`src/rtl/mpbs_pkg.sv`:
```
// Purpose: constants and types shared by the module power and boot sequencer
// Assumes: i_mclk at 100 MHz, APB register access
// Notes: boot codes are the sequencer's own encoding of the selected boot source
//
// Behaviour
// - a low recovery force input selects serial download over the first USB port instead of a normal boot.
// - with no select lines fitted the boot source comes from fixed straps, by default the onboard micro SD.
// - fitted select lines decode LLL eMMC, LHL carrier SD, LHH onboard micro SD, HLL onboard SPI flash.
// - internal power is enabled only while the input power bad signal is not driven low.
// - the power-up sequence starts after the first application of input power and not on later events.
// - next, carrier power is enabled by asserting carrier power enable and carrier standby.
// - finally, only while reset request is not low, the reset output is released and boot starts.
// - carrier power enable is active high and switches on carrier supplies.
// - carrier standby is active low and signals suspend with application core power removed.
// - reset request low forces reset or reboot, and held low at power on postpones booting.
// - the reset output stays asserted during power-up so carrier power can settle, then deasserts.
// - the power button wakes the system from standby or shuts it down.
package mpbs_pkg;
	localparam int unsigned MPBS_CLK_MHZ = 100;
	localparam int unsigned MPBS_SETTLE_US = 10;
	localparam int unsigned MPBS_SETTLE_CYC = MPBS_SETTLE_US * MPBS_CLK_MHZ;
	localparam int unsigned MPBS_CNT_W = 16;
	localparam int unsigned MPBS_SYNC_N = 4;
	// apb register byte offsets
	localparam logic [7:0] MPBS_REG_CTRL = 8'h00;
	localparam logic [7:0] MPBS_REG_STAT = 8'h04;
	localparam logic [7:0] MPBS_REG_STRAP = 8'h08;
	// ctrl fields
	localparam int unsigned MPBS_CTRL_SEL_FIT = 0;
	localparam int unsigned MPBS_CTRL_SUSPEND = 1;
	localparam int unsigned MPBS_CTRL_SHUTDOWN = 2;
	// boot source codes
	typedef enum logic [2:0] {
		MPBS_BOOT_EMMC = 3'h0,
		MPBS_BOOT_CARRIER_SD = 3'h1,
		MPBS_BOOT_MICRO_SD = 3'h2,
		MPBS_BOOT_SPI_FLASH = 3'h3,
		MPBS_BOOT_USB_DL = 3'h4,
		MPBS_BOOT_INVALID = 3'h7
	} mpbs_boot_t;
	localparam logic [2:0] MPBS_STRAP_RST = 3'h2;
	// sequencer states
	typedef enum logic [2:0] {
		MPBS_ST_OFF = 3'h0,
		MPBS_ST_PWR_INT = 3'h1,
		MPBS_ST_CARRIER = 3'h2,
		MPBS_ST_HOLD_RST = 3'h3,
		MPBS_ST_RUN = 3'h4,
		MPBS_ST_STANDBY = 3'h5,
		MPBS_ST_SHUTDOWN = 3'h6
	} mpbs_state_t;
endpackage : mpbs_pkg

```
`src/rtl/mpbs_sync_if.sv`:
```
// Purpose: carries synchronised control inputs from the synchroniser to the sequencer
// Assumes: one clock domain
// Notes: all signals keep their active-low sense
`timescale 1ns/1ps
`default_nettype none
interface mpbs_sync_if;
	logic [mpbs_pkg::MPBS_SYNC_N-1:0] raw_n;
	logic [mpbs_pkg::MPBS_SYNC_N-1:0] sync_n;
	modport src (input raw_n, output sync_n);
	modport dst (output raw_n, input sync_n);
endinterface : mpbs_sync_if
`default_nettype wire

```
`src/rtl/mpbs_seq.sv`:
```
// Purpose: power-up, reset and boot source sequencing toward the carrier
// Assumes: inputs asynchronous, registers over APB
// Notes: all outputs come straight from flip-flops
//
// Decided for this implementation: the register offsets and the APB interface to the registers.
`timescale 1ns/1ps
`default_nettype none
module mpbs_seq
	import mpbs_pkg::*;
#(
	parameter int unsigned SETTLE_CYC = MPBS_SETTLE_CYC // carrier settle time
) (
	input wire logic i_mclk, // system clock
	input wire logic i_rst, // async reset, high
	input wire logic i_input_power_bad_n, // input supply not good, low
	input wire logic i_reset_request_n, // carrier reset request, low
	input wire logic i_power_button_n, // power button, low
	input wire logic i_recovery_force_n, // force serial download, low
	input wire logic [2:0] i_boot_sel_n, // optional boot select lines
	input wire logic i_psel, // apb select
	input wire logic i_penable, // apb enable
	input wire logic i_pwrite, // apb direction
	input wire logic [7:0] i_paddr, // apb byte address
	input wire logic [31:0] i_pwdata, // apb write data
	output logic [31:0] o_prdata, // apb read data
	output logic o_pready, // apb ready
	output logic o_pslverr, // apb error
	output logic o_internal_power_en, // module power circuits on
	output logic o_carrier_power_enable, // carrier supplies on, high
	output logic o_carrier_standby_n, // suspend indication, low
	output logic o_reset_out_n, // reset to carrier, low
	output logic o_boot_start, // boot start, one-cycle pulse
	output logic [2:0] o_boot_source // selected boot source
);
	mpbs_sync_if sif();
	logic pwr_bad_n;
	logic rst_req_n;
	logic btn_n;
	logic recov_n;
	mpbs_state_t state_ff;
	mpbs_state_t nxt_state;
	logic [MPBS_CNT_W-1:0] cnt_ff;
	logic btn_d_ff;
	logic btn_press;
	logic first_done_ff;
	logic sel_fit_ff;
	logic suspend_req_ff;
	logic shutdown_req_ff;
	logic [2:0] strap_ff;
	logic [2:0] bsel_ff;
	logic [2:0] nxt_boot;
	logic acc;
	logic addr_ok;

	////////////////////////////////////////////////////////////
	// input synchroniser
	assign sif.raw_n = {i_recovery_force_n, i_power_button_n, i_reset_request_n, i_input_power_bad_n};
	mpbs_sync u_sync (
		.i_mclk(i_mclk),
		.i_rst(i_rst),
		.sif(sif)
	);
	assign pwr_bad_n = sif.sync_n[0];
	assign rst_req_n = sif.sync_n[1];
	assign btn_n = sif.sync_n[2];
	assign recov_n = sif.sync_n[3];

	// boot select lines are straps, sampled while reset is held in MPBS_ST_HOLD_RST
	always_ff @(posedge i_mclk or posedge i_rst) begin
		if (i_rst) begin
			bsel_ff <= 3'h7;
		end else if (state_ff == MPBS_ST_HOLD_RST) begin
			bsel_ff <= i_boot_sel_n;
		end
	end

	// button press edge, falling on the synced level
	always_ff @(posedge i_mclk or posedge i_rst) begin
		if (i_rst) begin
			btn_d_ff <= 1'b1;
		end else begin
			btn_d_ff <= btn_n;
		end
	end
	assign btn_press = btn_d_ff & ~btn_n;

	////////////////////////////////////////////////////////////
	// apb slave, zero wait states
	assign acc = i_psel & i_penable;
	assign addr_ok = (i_paddr == MPBS_REG_CTRL) || (i_paddr == MPBS_REG_STAT) || (i_paddr == MPBS_REG_STRAP);

	// apb ready and error, answered in the access cycle
	always_ff @(posedge i_mclk or posedge i_rst) begin
		if (i_rst) begin
			o_pready <= 1'b0;
			o_pslverr <= 1'b0;
		end else begin
			o_pready <= i_psel & ~i_penable;
			o_pslverr <= i_psel & ~i_penable & ~addr_ok;
		end
	end

	// control writes; sequencer clears one-shot requests it has taken
	always_ff @(posedge i_mclk or posedge i_rst) begin
		if (i_rst) begin
			sel_fit_ff <= 1'b0;
			suspend_req_ff <= 1'b0;
			shutdown_req_ff <= 1'b0;
			strap_ff <= MPBS_STRAP_RST;
		end else begin
			if (state_ff != MPBS_ST_RUN) begin
				suspend_req_ff <= 1'b0;
				shutdown_req_ff <= 1'b0;
			end
			if (acc && o_pready && i_pwrite && i_paddr == MPBS_REG_CTRL) begin
				sel_fit_ff <= i_pwdata[MPBS_CTRL_SEL_FIT];
				suspend_req_ff <= i_pwdata[MPBS_CTRL_SUSPEND];
				shutdown_req_ff <= i_pwdata[MPBS_CTRL_SHUTDOWN];
			end
			if (acc && o_pready && i_pwrite && i_paddr == MPBS_REG_STRAP) begin
				strap_ff <= i_pwdata[2:0];
			end
		end
	end

	// read data, registered in the setup cycle
	always_ff @(posedge i_mclk or posedge i_rst) begin
		if (i_rst) begin
			o_prdata <= 32'h0;
		end else if (i_psel && !i_penable && !i_pwrite) begin
			unique case (i_paddr)
				MPBS_REG_CTRL: o_prdata <= {29'h0, shutdown_req_ff, suspend_req_ff, sel_fit_ff};
				MPBS_REG_STAT: o_prdata <= {16'h0, 1'b0, o_boot_source, 1'b0, state_ff,
					4'h0, recov_n, btn_n, rst_req_n, pwr_bad_n};
				MPBS_REG_STRAP: o_prdata <= {29'h0, strap_ff};
				default: o_prdata <= 32'h0;
			endcase
		end
	end

	////////////////////////////////////////////////////////////
	// boot source decode
	always_comb begin
		nxt_boot = MPBS_BOOT_INVALID;
		if (!recov_n) begin
			nxt_boot = MPBS_BOOT_USB_DL;
		end else if (!sel_fit_ff) begin
			nxt_boot = strap_ff;
		end else begin
			// lines are high when bit set; column order 0,1,2
			unique case (bsel_ff)
				3'b000: nxt_boot = MPBS_BOOT_EMMC;
				3'b010: nxt_boot = MPBS_BOOT_CARRIER_SD;
				3'b110: nxt_boot = MPBS_BOOT_MICRO_SD;
				3'b001: nxt_boot = MPBS_BOOT_SPI_FLASH;
				default: nxt_boot = MPBS_BOOT_INVALID;
			endcase
		end
	end

	////////////////////////////////////////////////////////////
	// sequencer next state
	always_comb begin
		nxt_state = state_ff;
		unique case (state_ff)
			MPBS_ST_OFF: begin
				if (pwr_bad_n && !first_done_ff) begin
					nxt_state = MPBS_ST_PWR_INT;
				end
			end
			MPBS_ST_PWR_INT: begin
				if (!pwr_bad_n) begin
					nxt_state = MPBS_ST_OFF;
				end else begin
					nxt_state = MPBS_ST_CARRIER;
				end
			end
			MPBS_ST_CARRIER: begin
				if (!pwr_bad_n) begin
					nxt_state = MPBS_ST_OFF;
				end else if (cnt_ff >= MPBS_CNT_W'(SETTLE_CYC - 1)) begin
					nxt_state = MPBS_ST_HOLD_RST;
				end
			end
			MPBS_ST_HOLD_RST: begin
				if (!pwr_bad_n) begin
					nxt_state = MPBS_ST_OFF;
				end else if (rst_req_n) begin
					nxt_state = MPBS_ST_RUN;
				end
			end
			MPBS_ST_RUN: begin
				if (!pwr_bad_n) begin
					nxt_state = MPBS_ST_OFF;
				end else if (!rst_req_n) begin
					nxt_state = MPBS_ST_HOLD_RST;
				end else if (btn_press || shutdown_req_ff) begin
					nxt_state = MPBS_ST_SHUTDOWN;
				end else if (suspend_req_ff) begin
					nxt_state = MPBS_ST_STANDBY;
				end
			end
			MPBS_ST_STANDBY: begin
				if (!pwr_bad_n) begin
					nxt_state = MPBS_ST_OFF;
				end else if (!rst_req_n) begin
					nxt_state = MPBS_ST_HOLD_RST;
				end else if (btn_press) begin
					nxt_state = MPBS_ST_RUN;
				end
			end
			MPBS_ST_SHUTDOWN: begin
				if (!pwr_bad_n) begin
					nxt_state = MPBS_ST_OFF;
				end else if (btn_press) begin
					nxt_state = MPBS_ST_CARRIER;
				end
			end
			default: nxt_state = MPBS_ST_OFF;
		endcase
	end

	// state register
	always_ff @(posedge i_mclk or posedge i_rst) begin
		if (i_rst) begin
			state_ff <= MPBS_ST_OFF;
		end else begin
			state_ff <= nxt_state;
		end
	end

	// first power-on latch: a later drop only powers down
	always_ff @(posedge i_mclk or posedge i_rst) begin
		if (i_rst) begin
			first_done_ff <= 1'b0;
		end else if (state_ff == MPBS_ST_PWR_INT && pwr_bad_n) begin
			first_done_ff <= 1'b1;
		end
	end

	// settle counter in the carrier state
	always_ff @(posedge i_mclk or posedge i_rst) begin
		if (i_rst) begin
			cnt_ff <= '0;
		end else if (state_ff == MPBS_ST_CARRIER) begin
			cnt_ff <= cnt_ff + 1'b1;
		end else begin
			cnt_ff <= '0;
		end
	end

	////////////////////////////////////////////////////////////
	// outputs from flip-flops, driven by next state
	always_ff @(posedge i_mclk or posedge i_rst) begin
		if (i_rst) begin
			o_internal_power_en <= 1'b0;
			o_carrier_power_enable <= 1'b0;
			o_carrier_standby_n <= 1'b0;
			o_reset_out_n <= 1'b0;
		end else begin
			o_internal_power_en <= pwr_bad_n && (nxt_state != MPBS_ST_OFF);
			o_carrier_power_enable <= nxt_state inside {MPBS_ST_CARRIER, MPBS_ST_HOLD_RST,
				MPBS_ST_RUN, MPBS_ST_STANDBY};
			o_carrier_standby_n <= nxt_state inside {MPBS_ST_CARRIER, MPBS_ST_HOLD_RST,
				MPBS_ST_RUN};
			o_reset_out_n <= (nxt_state == MPBS_ST_RUN) || (nxt_state == MPBS_ST_STANDBY);
		end
	end

	// boot start pulse and boot source capture on reset release
	always_ff @(posedge i_mclk or posedge i_rst) begin
		if (i_rst) begin
			o_boot_start <= 1'b0;
			o_boot_source <= MPBS_BOOT_INVALID;
		end else begin
			o_boot_start <= (state_ff == MPBS_ST_HOLD_RST) && (nxt_state == MPBS_ST_RUN);
			if (state_ff == MPBS_ST_HOLD_RST && nxt_state == MPBS_ST_RUN) begin
				o_boot_source <= nxt_boot;
			end
		end
	end
endmodule : mpbs_seq
`default_nettype wire

```
`src/rtl/mpbs_sync.sv`:
```
// Purpose: two-stage synchroniser for the low-active control inputs
// Assumes: inputs idle high, except input power bad, which reads bad until proven good
// Notes: first stage feeds only the second stage
`timescale 1ns/1ps
`default_nettype none
module mpbs_sync
	import mpbs_pkg::*;
(
	input wire logic i_mclk, // system clock
	input wire logic i_rst, // async reset, high
	mpbs_sync_if.src sif // raw in, synced out
);
	logic [MPBS_SYNC_N-1:0] meta_ff;
	logic [MPBS_SYNC_N-1:0] sync_ff;
	// bit 0 is power bad: it resets to bad so that reset release cannot fake a good supply
	localparam logic [MPBS_SYNC_N-1:0] SYNC_RST = {{(MPBS_SYNC_N-1){1'b1}}, 1'b0};

	////////////////////////////////////////////////////////////
	// one generate loop, one chain per input
	genvar g;
	for (g = 0; g < MPBS_SYNC_N; g++) begin : g_bit
		always_ff @(posedge i_mclk or posedge i_rst) begin
			if (i_rst) begin
				meta_ff[g] <= SYNC_RST[g];
				sync_ff[g] <= SYNC_RST[g];
			end else begin
				meta_ff[g] <= sif.raw_n[g];
				sync_ff[g] <= meta_ff[g];
			end
		end
	end
	assign sif.sync_n = sync_ff;
endmodule : mpbs_sync
`default_nettype wire

```
`config.mk`:
```
export PLATFORM = sky130hd
export DESIGN_NAME = mpbs_seq
export DESIGN_NICKNAME = d
export VERILOG_FILES = /design/src/rtl/mpbs_pkg.sv /design/src/rtl/mpbs_sync_if.sv /design/src/rtl/mpbs_seq.sv /design/src/rtl/mpbs_sync.sv
export SDC_FILE = /design/constraint.sdc
export NUM_CORES = 1
export LEC_CHECK = 0
export ABC_AREA = 0
export BUFFER_PORTS_ARGS = -buffer_cell sky130_fd_sc_hd__buf_4
export CAP_MARGIN = 15
export CORE_MARGIN = 2
export CORE_UTILIZATION = 50
export CTS_BUF_LIST = sky130_fd_sc_hd__clkbuf_2
export DETAILED_ROUTE_END_ITERATION = 10
export PLACE_DENSITY = 0.84
export SYNTH_ARGS = -nofsm -noshare
export SYNTH_HDL_FRONTEND = slang
export SYNTH_HIERARCHICAL = 1
export SYNTH_SLANG_ARGS = --single-unit
```
`constraint.sdc`:
```
create_clock -name i_mclk -period 1.9 [get_ports i_mclk]
set_input_delay 0.38 -clock i_mclk [delete_from_list [all_inputs] [get_ports i_mclk]]
set_output_delay 0.38 -clock i_mclk [all_outputs]
set_load 0.05 [all_outputs]
```
==> results of run 1 <==
## state kept, by name (all words and copies together), names as in the netlist, 3 cells and up
signal             cells
state_ff               3
u_sync/sif.sync_n      4
strap_ff               3
bsel_ff                3
u_sync/meta_ff         4
o_prdata              10
o_boot_source          3
cnt_ff                16
## metrics by stage
stage,setup WS (ns),instances
after CTS,0.104,388
final,0.108,388
after floorplan,0.318,281
after detailed placement,0.163,367
after global placement,0.220,367
after global routing,0.00919,388
## kinds of logic after synthesis
| logic type | share of synthesized area [%] |
|---|---|
| xor gates and xnor gates | 4.17 |
| adders and majority gates | 1.37 |
| DFF | 53.8 |
| muxes | 3.11 |
| buffers and inverters | 8.98 |
| other | 0.137 |
| AOI/OAI and AO/OA | 8.84 |
| and+or+nand+nor | 19.6 |
## cells in the final DEF (no fill, tap or decap), drive strengths merged, types with 2 or more instances in the layout
cell and n:
nand2 28, xnor2 6, clkinv 2, nor3 5
inv 10, dfrtp 44, or2 2, o21ai 11
and3 4, nor2 24, and2 2, dfstp 14
nand2b 2, xor2 7, a22o 7, nor2b 6
dlygate4sd3 5, or3 2, o211ai 4, conb 22
a21oi 7, mux2i 4, buf 46, mux2 4
a31o 2, ha 3, nand4 5, clkbuf 13
nor4 3, nand3 15
## worst max-delay path, stage by stage (launching register included)
cell and delay [ns]:
dfrtp_1 0.53, inv_1 0.15, nor3_2 0.18, a22oi_1 0.14, nor2b_2 0.23, inv_1 0.07
ha_1 0.18, a31o_2 0.22
## power breakdown
part | switching (uW) | total (uW) | internal, uW
Clock | 433 | 622 | 188
Combinational | 391 | 576 | 185
Sequential | 89.0 | 1450 | 1360
Total | 913 | 2650 | 1740
## worst max path at each step
stage | from | to | slack, ns | depth (start not counted)
final | state_ff[1] | o_carrier_standby_n | 0.11 | 7
after global routing | state_ff[1] | o_carrier_standby_n | 0.009 | 7
after CTS | state_ff[1] | o_carrier_standby_n | 0.10 | 7
after detailed placement | state_ff[1] | o_carrier_standby_n | 0.16 | 7
after global placement | state_ff[0] | o_carrier_standby_n | 0.22 | 7
after floorplan | state_ff[1] | o_carrier_standby_n | 0.32 | 8
## area by class of cell
class	instances	area [sq um]	area share, %
Sequential cell	58	1470	46.2
Multi-Input combinational cell	183	1100	34.5
Timing Repair Buffer	51	408	12.8
Tap cell	70	87.6	2.75
Clock buffer	13	65.1	2.05
Inverter	10	37.5	1.18
Clock inverter	3	16.3	0.512
## timing repair
item                                   4_1_cts  5_1_grt
setup endpoints to repair                    0        0
setup buffers                                0        0
endpoints found under the hold margin       48        0
hold buffers                                 5        0
## per-layer routing
metal	track usage, %	share of wire [%]	wire, microns	up-vias
li1	-	-	-	949
met1	21.8	42	2150	938
met2	27.7	49	2520	73
met3	4.30	6.4	324	9
met4	10.2	2.0	103	0
met5	0	0	0	-
## synthesized netlist by cell type, drive strengths merged, types with 6 or more instances
master	count	share of area (%)
dfstp	14	13
o21ai	11	2.0
xor2	7	2.2
buf	27	7.2
xnor2	6	1.9
nand2	28	3.9
nor2b	6	1.5
a21oi	7	1.3
dfrtp	44	40
a22o	7	2.2
nand3	15	2.7
inv	10	1.4
nor2	24	3.3
==> run metrics, run 1 <==
H-tree depth 3; R2R setup slack 0.11 ns; Synth cell types 45; FFs w/ async S/R, synth 100%; Synth Flop Type dfrtp_1; status finished clean; initial core utilization 52.5%; pwr dens 834 nW/um^2; share of layout cells above drive strength 1 29.2%; # IOs 94; unrepaired setup endpoints after global routing no; GRT overflow 0; later-pin clock latency in the skew report 0.48 ns; Setup Skew 0.0213 ns; CTS tree yes; mean post-synth cell area 10.5 sq um; Tot Pwr 2650 uW; clock buffer depth 2; Req. time, crit path 2.29 ns; Seq cells post-synth 58; final core occ 61.1%; total CTS buffers 9; placed cell area 3050 sq um; Worst-path clk slew 0.16 ns; initial antenna violation count 0; Final Hold Violating Endpoints 0; DP HPWL 3.73 mm; largest net degree at the start of global routing 51; 1st-iter DRT viols 122; gpl congestion 0.783; Critical Path Sink Type register; reg2reg end o_carrier_standby_n; vias post-DR 1969; Die ar. 6070 sq um; Register-to-Register Path Depth 7; Layout area overhead 16.4%; final period utilization 94.3%; final setup fails 0; Hold Path End o_pready; via/cell ratio 5.07; Worst Setup Path Type reg -> reg; worst hold path class in -> reg; min-delay src i_penable; crit path time final 1.79 ns; vias in the first global route 1804; CP arrival 2.18 ns; Global Route Usage Sum 17.5%; first-pass GRT wire length 8.21 mm; Reg-to-Reg Start state_ff[1]; critical path fanouts, max 8; cts repair resizes 0; IO Port Bufs 42; CTS sink count 58; residual DRC count 0; fmax 558 MHz; hold path cells 2; CTS root buffer clkbuf_2; Max Cap Violations 0; Diodes inserted 0; routed len/inst 13.1 microns; Layout fillers 443; Row Count 26; Die Ht 77.9 microns; register area share after synthesis 53.8%; Core ar. 5200 sq um; Leak 0.00152 uW; die width 77.9 microns; drt pass-1 iters 4; Yosys Warn Count 6; CP Launch Type register; post-route ant nets 0; VDD IR max 464 uV; post-synthesis cell count 260; Routed WL 5.10 mm; Final Cell Area 3180 sq um; number of synthesized flops with an enable pin 0; final setup TNS 0 ns; hold_ws 0.0555 ns; Synth Cell Area 2730 sq um; Net count, final 368; Max Slew Vio Count 0
Power figures use the tool's default switching activity.
==> inputs of run 2 (changes only) <==
--- a/config.mk
+++ b/config.mk
@@ -13,6 +13,7 @@
 export CTS_BUF_LIST = sky130_fd_sc_hd__clkbuf_2
 export DETAILED_ROUTE_END_ITERATION = 10
 export PLACE_DENSITY = 0.84
+export SETUP_SLACK_MARGIN = 0.15
 export SYNTH_ARGS = -nofsm -noshare
 export SYNTH_HDL_FRONTEND = slang
 export SYNTH_HIERARCHICAL = 1
==> run 2 against run 1 <==
Effect of this change: cell count up 0.52%; critical endpoint unchanged; largest power group unchanged; wire length up 1.7%; die area unchanged; register-to-register slack better by 0.10 ns; sequential cell count unchanged; utilization up 0.79 points.
==> run metrics, run 2 (same netlist as run 1, synthesis figures left out) <==
status finished clean; final setup TNS 0 ns (unchanged); first-pass GRT wire length 8.21 mm (unchanged); largest net degree at the start of global routing 51 (unchanged); unrepaired setup endpoints after global routing no; residual DRC count 0 (unchanged); gpl congestion 0.783 (unchanged); die width 77.9 microns (unchanged); pwr dens 828 nW/um^2 (-0.69%); initial core utilization 52.5% (unchanged); Final Hold Violating Endpoints 0 (unchanged); fmax 592 MHz (+6.1%); Max Slew Vio Count 0 (unchanged); vias post-DR 1997 (+1.4%); CTS root buffer clkbuf_2; Net count, final 370 (+0.54%); IO Port Bufs 42 (unchanged); CTS tree yes; worst hold path class in -> reg; fin worst setup slack 0.212 ns (+0.103 ns); pre-CTS WS 0.163 ns (unchanged); Die ar. 6070 sq um (unchanged); critical path fanouts, max 13 (+5); most common cell after layout, fill and taps aside buf_4; share of layout cells above drive strength 1 31.3% (+2.0 points); later-pin clock latency in the skew report 0.48 ns (about the same); final setup fails 0 (unchanged); Critical Path Sink Type register; Most flops, register cnt_ff; clock buffer depth 2 (unchanged); most frequent cells in the layout buf_4 (46), dfrtp_1 (41), nand2_1 (27); Row Count 26 (unchanged); Routed WL 5.19 mm (+1.7%); CP arrival 2.07 ns (-0.11 ns); Worst-path clk slew 0.16 ns (about the same); Layout area overhead 17.9%; drt pass-1 iters 5 (+1); Core ar. 5200 sq um (unchanged); via/cell ratio 5.12 (+0.90%); Setup Skew 0.0214 ns (+0.0000421 ns); Largest regs cnt_ff: 16 flops, o_prdata: 10 flops; Max Cap Violations 0 (unchanged); # IOs 94 (unchanged); H-tree depth 3 (unchanged); DP HPWL 3.73 mm (unchanged); VDD IR max 465 uV (+0.27%); Worst Setup Path Type reg -> reg; initial antenna violation count 0 (unchanged); Diodes inserted 0 (unchanged); Largest register FFs 16 (unchanged); final period utilization 88.9% (-5.4 points); Die Ht 77.9 microns (unchanged); crit path time final 1.69 ns (-0.103 ns); CTS sink count 58 (unchanged); vias in the first global route 1804 (unchanged); Leak 0.00154 uW (+0.97%); Global Route Usage Sum 17.5% (about the same); Req. time, crit path 2.28 ns (about the same); CP Launch Type register; R2R setup slack 0.21 ns (+0.10 ns); total CTS buffers 9 (unchanged); post-route ant nets 0 (unchanged); GRT overflow 0 (unchanged); 1st-iter DRT viols 157 (+29%); routed len/inst 13.3 microns (+1.2%)
==> run 2: cell types whose count changed in the layout (fill, tap and decap cells not counted) <==
cell	previous run	this run
and2_1	2	1
buf_4	45	46
dfrtp_1	44	41
nor2b_1	5	4
dfrtp_2	0	3
nor2b_4	0	1
buf_12	1	2
and2_4	0	1
==> run 2: area by class of cell <==
type / count / area (sq um)
repair buffers: 53 / 435
well taps: 70 / 87.6
flip-flops and latches: 58 / 1470
clock buffers: 13 / 65.1
fillers: 438 / 1980
clock inverters: 3 / 16.3
inverters: 10 / 37.5
multi-input cells: 183 / 1110
==> run 2: per-stage QoR <==
step	area [sq um]	utilization, %	std cells	hold slack, ns	total power (uW)
floorplan	2810	-	281	0.191	1920
global placement	3050	58.6	367	0.332	2030
detailed placement	3050	58.6	367	0.342	2040
CTS	3180	61.2	388	0.0258	2670
global route	3220	61.9	390	0.0146	2810
finish	3220	61.9	390	0.0590	2670
==> run 2: worst paths after layout <==
kind | start | cells after the start | endpoint
worst max-delay path | state_ff[2] | 6 | o_carrier_standby_n
worst max register to register | state_ff[2] | 6 | o_carrier_standby_n
worst min-delay path | i_penable | 2 | o_pready
min in group asynchronous | i_rst | 3 | u_sync/sif.sync_n[0]
max in group asynchronous | i_rst | 4 | btn_d_ff
worst min register to register | u_sync/meta_ff[0] | 0 | u_sync/sif.sync_n[0]
==> run 2: per-layer routing <==
layer	global-route usage [%]	part of all wire, %	wire [microns]
met2	27.7	49	2570
met5	0	0	0
met1	21.8	43	2220
met4	10.2	2.3	120
met3	4.30	5.3	277
==> run 2: what timing repair did <==
item / 4_1_cts / 5_1_grt
resized for setup: 3 / 3
setup buffers: 0 / 2
hold endpoints to repair: 48 / 0
hold buffers: 5 / 0
endpoints found under the setup margin: 1 / 3
==> run 2: critical path, cell delays in order (launching register included) <==
cell and delay [ns]:
dfrtp_2 0.53, nor3_2 0.27, a22oi_1 0.14, nor2b_2 0.19, inv_1 0.07, ha_1 0.18
a31o_2 0.22
==> run 2: report_power, final <==
group / switching (uW) / total (uW) / internal (uW)
combinational: 397 / 590 / 193
sequential: 90.2 / 1460 / 1370
clock: 432 / 620 / 188
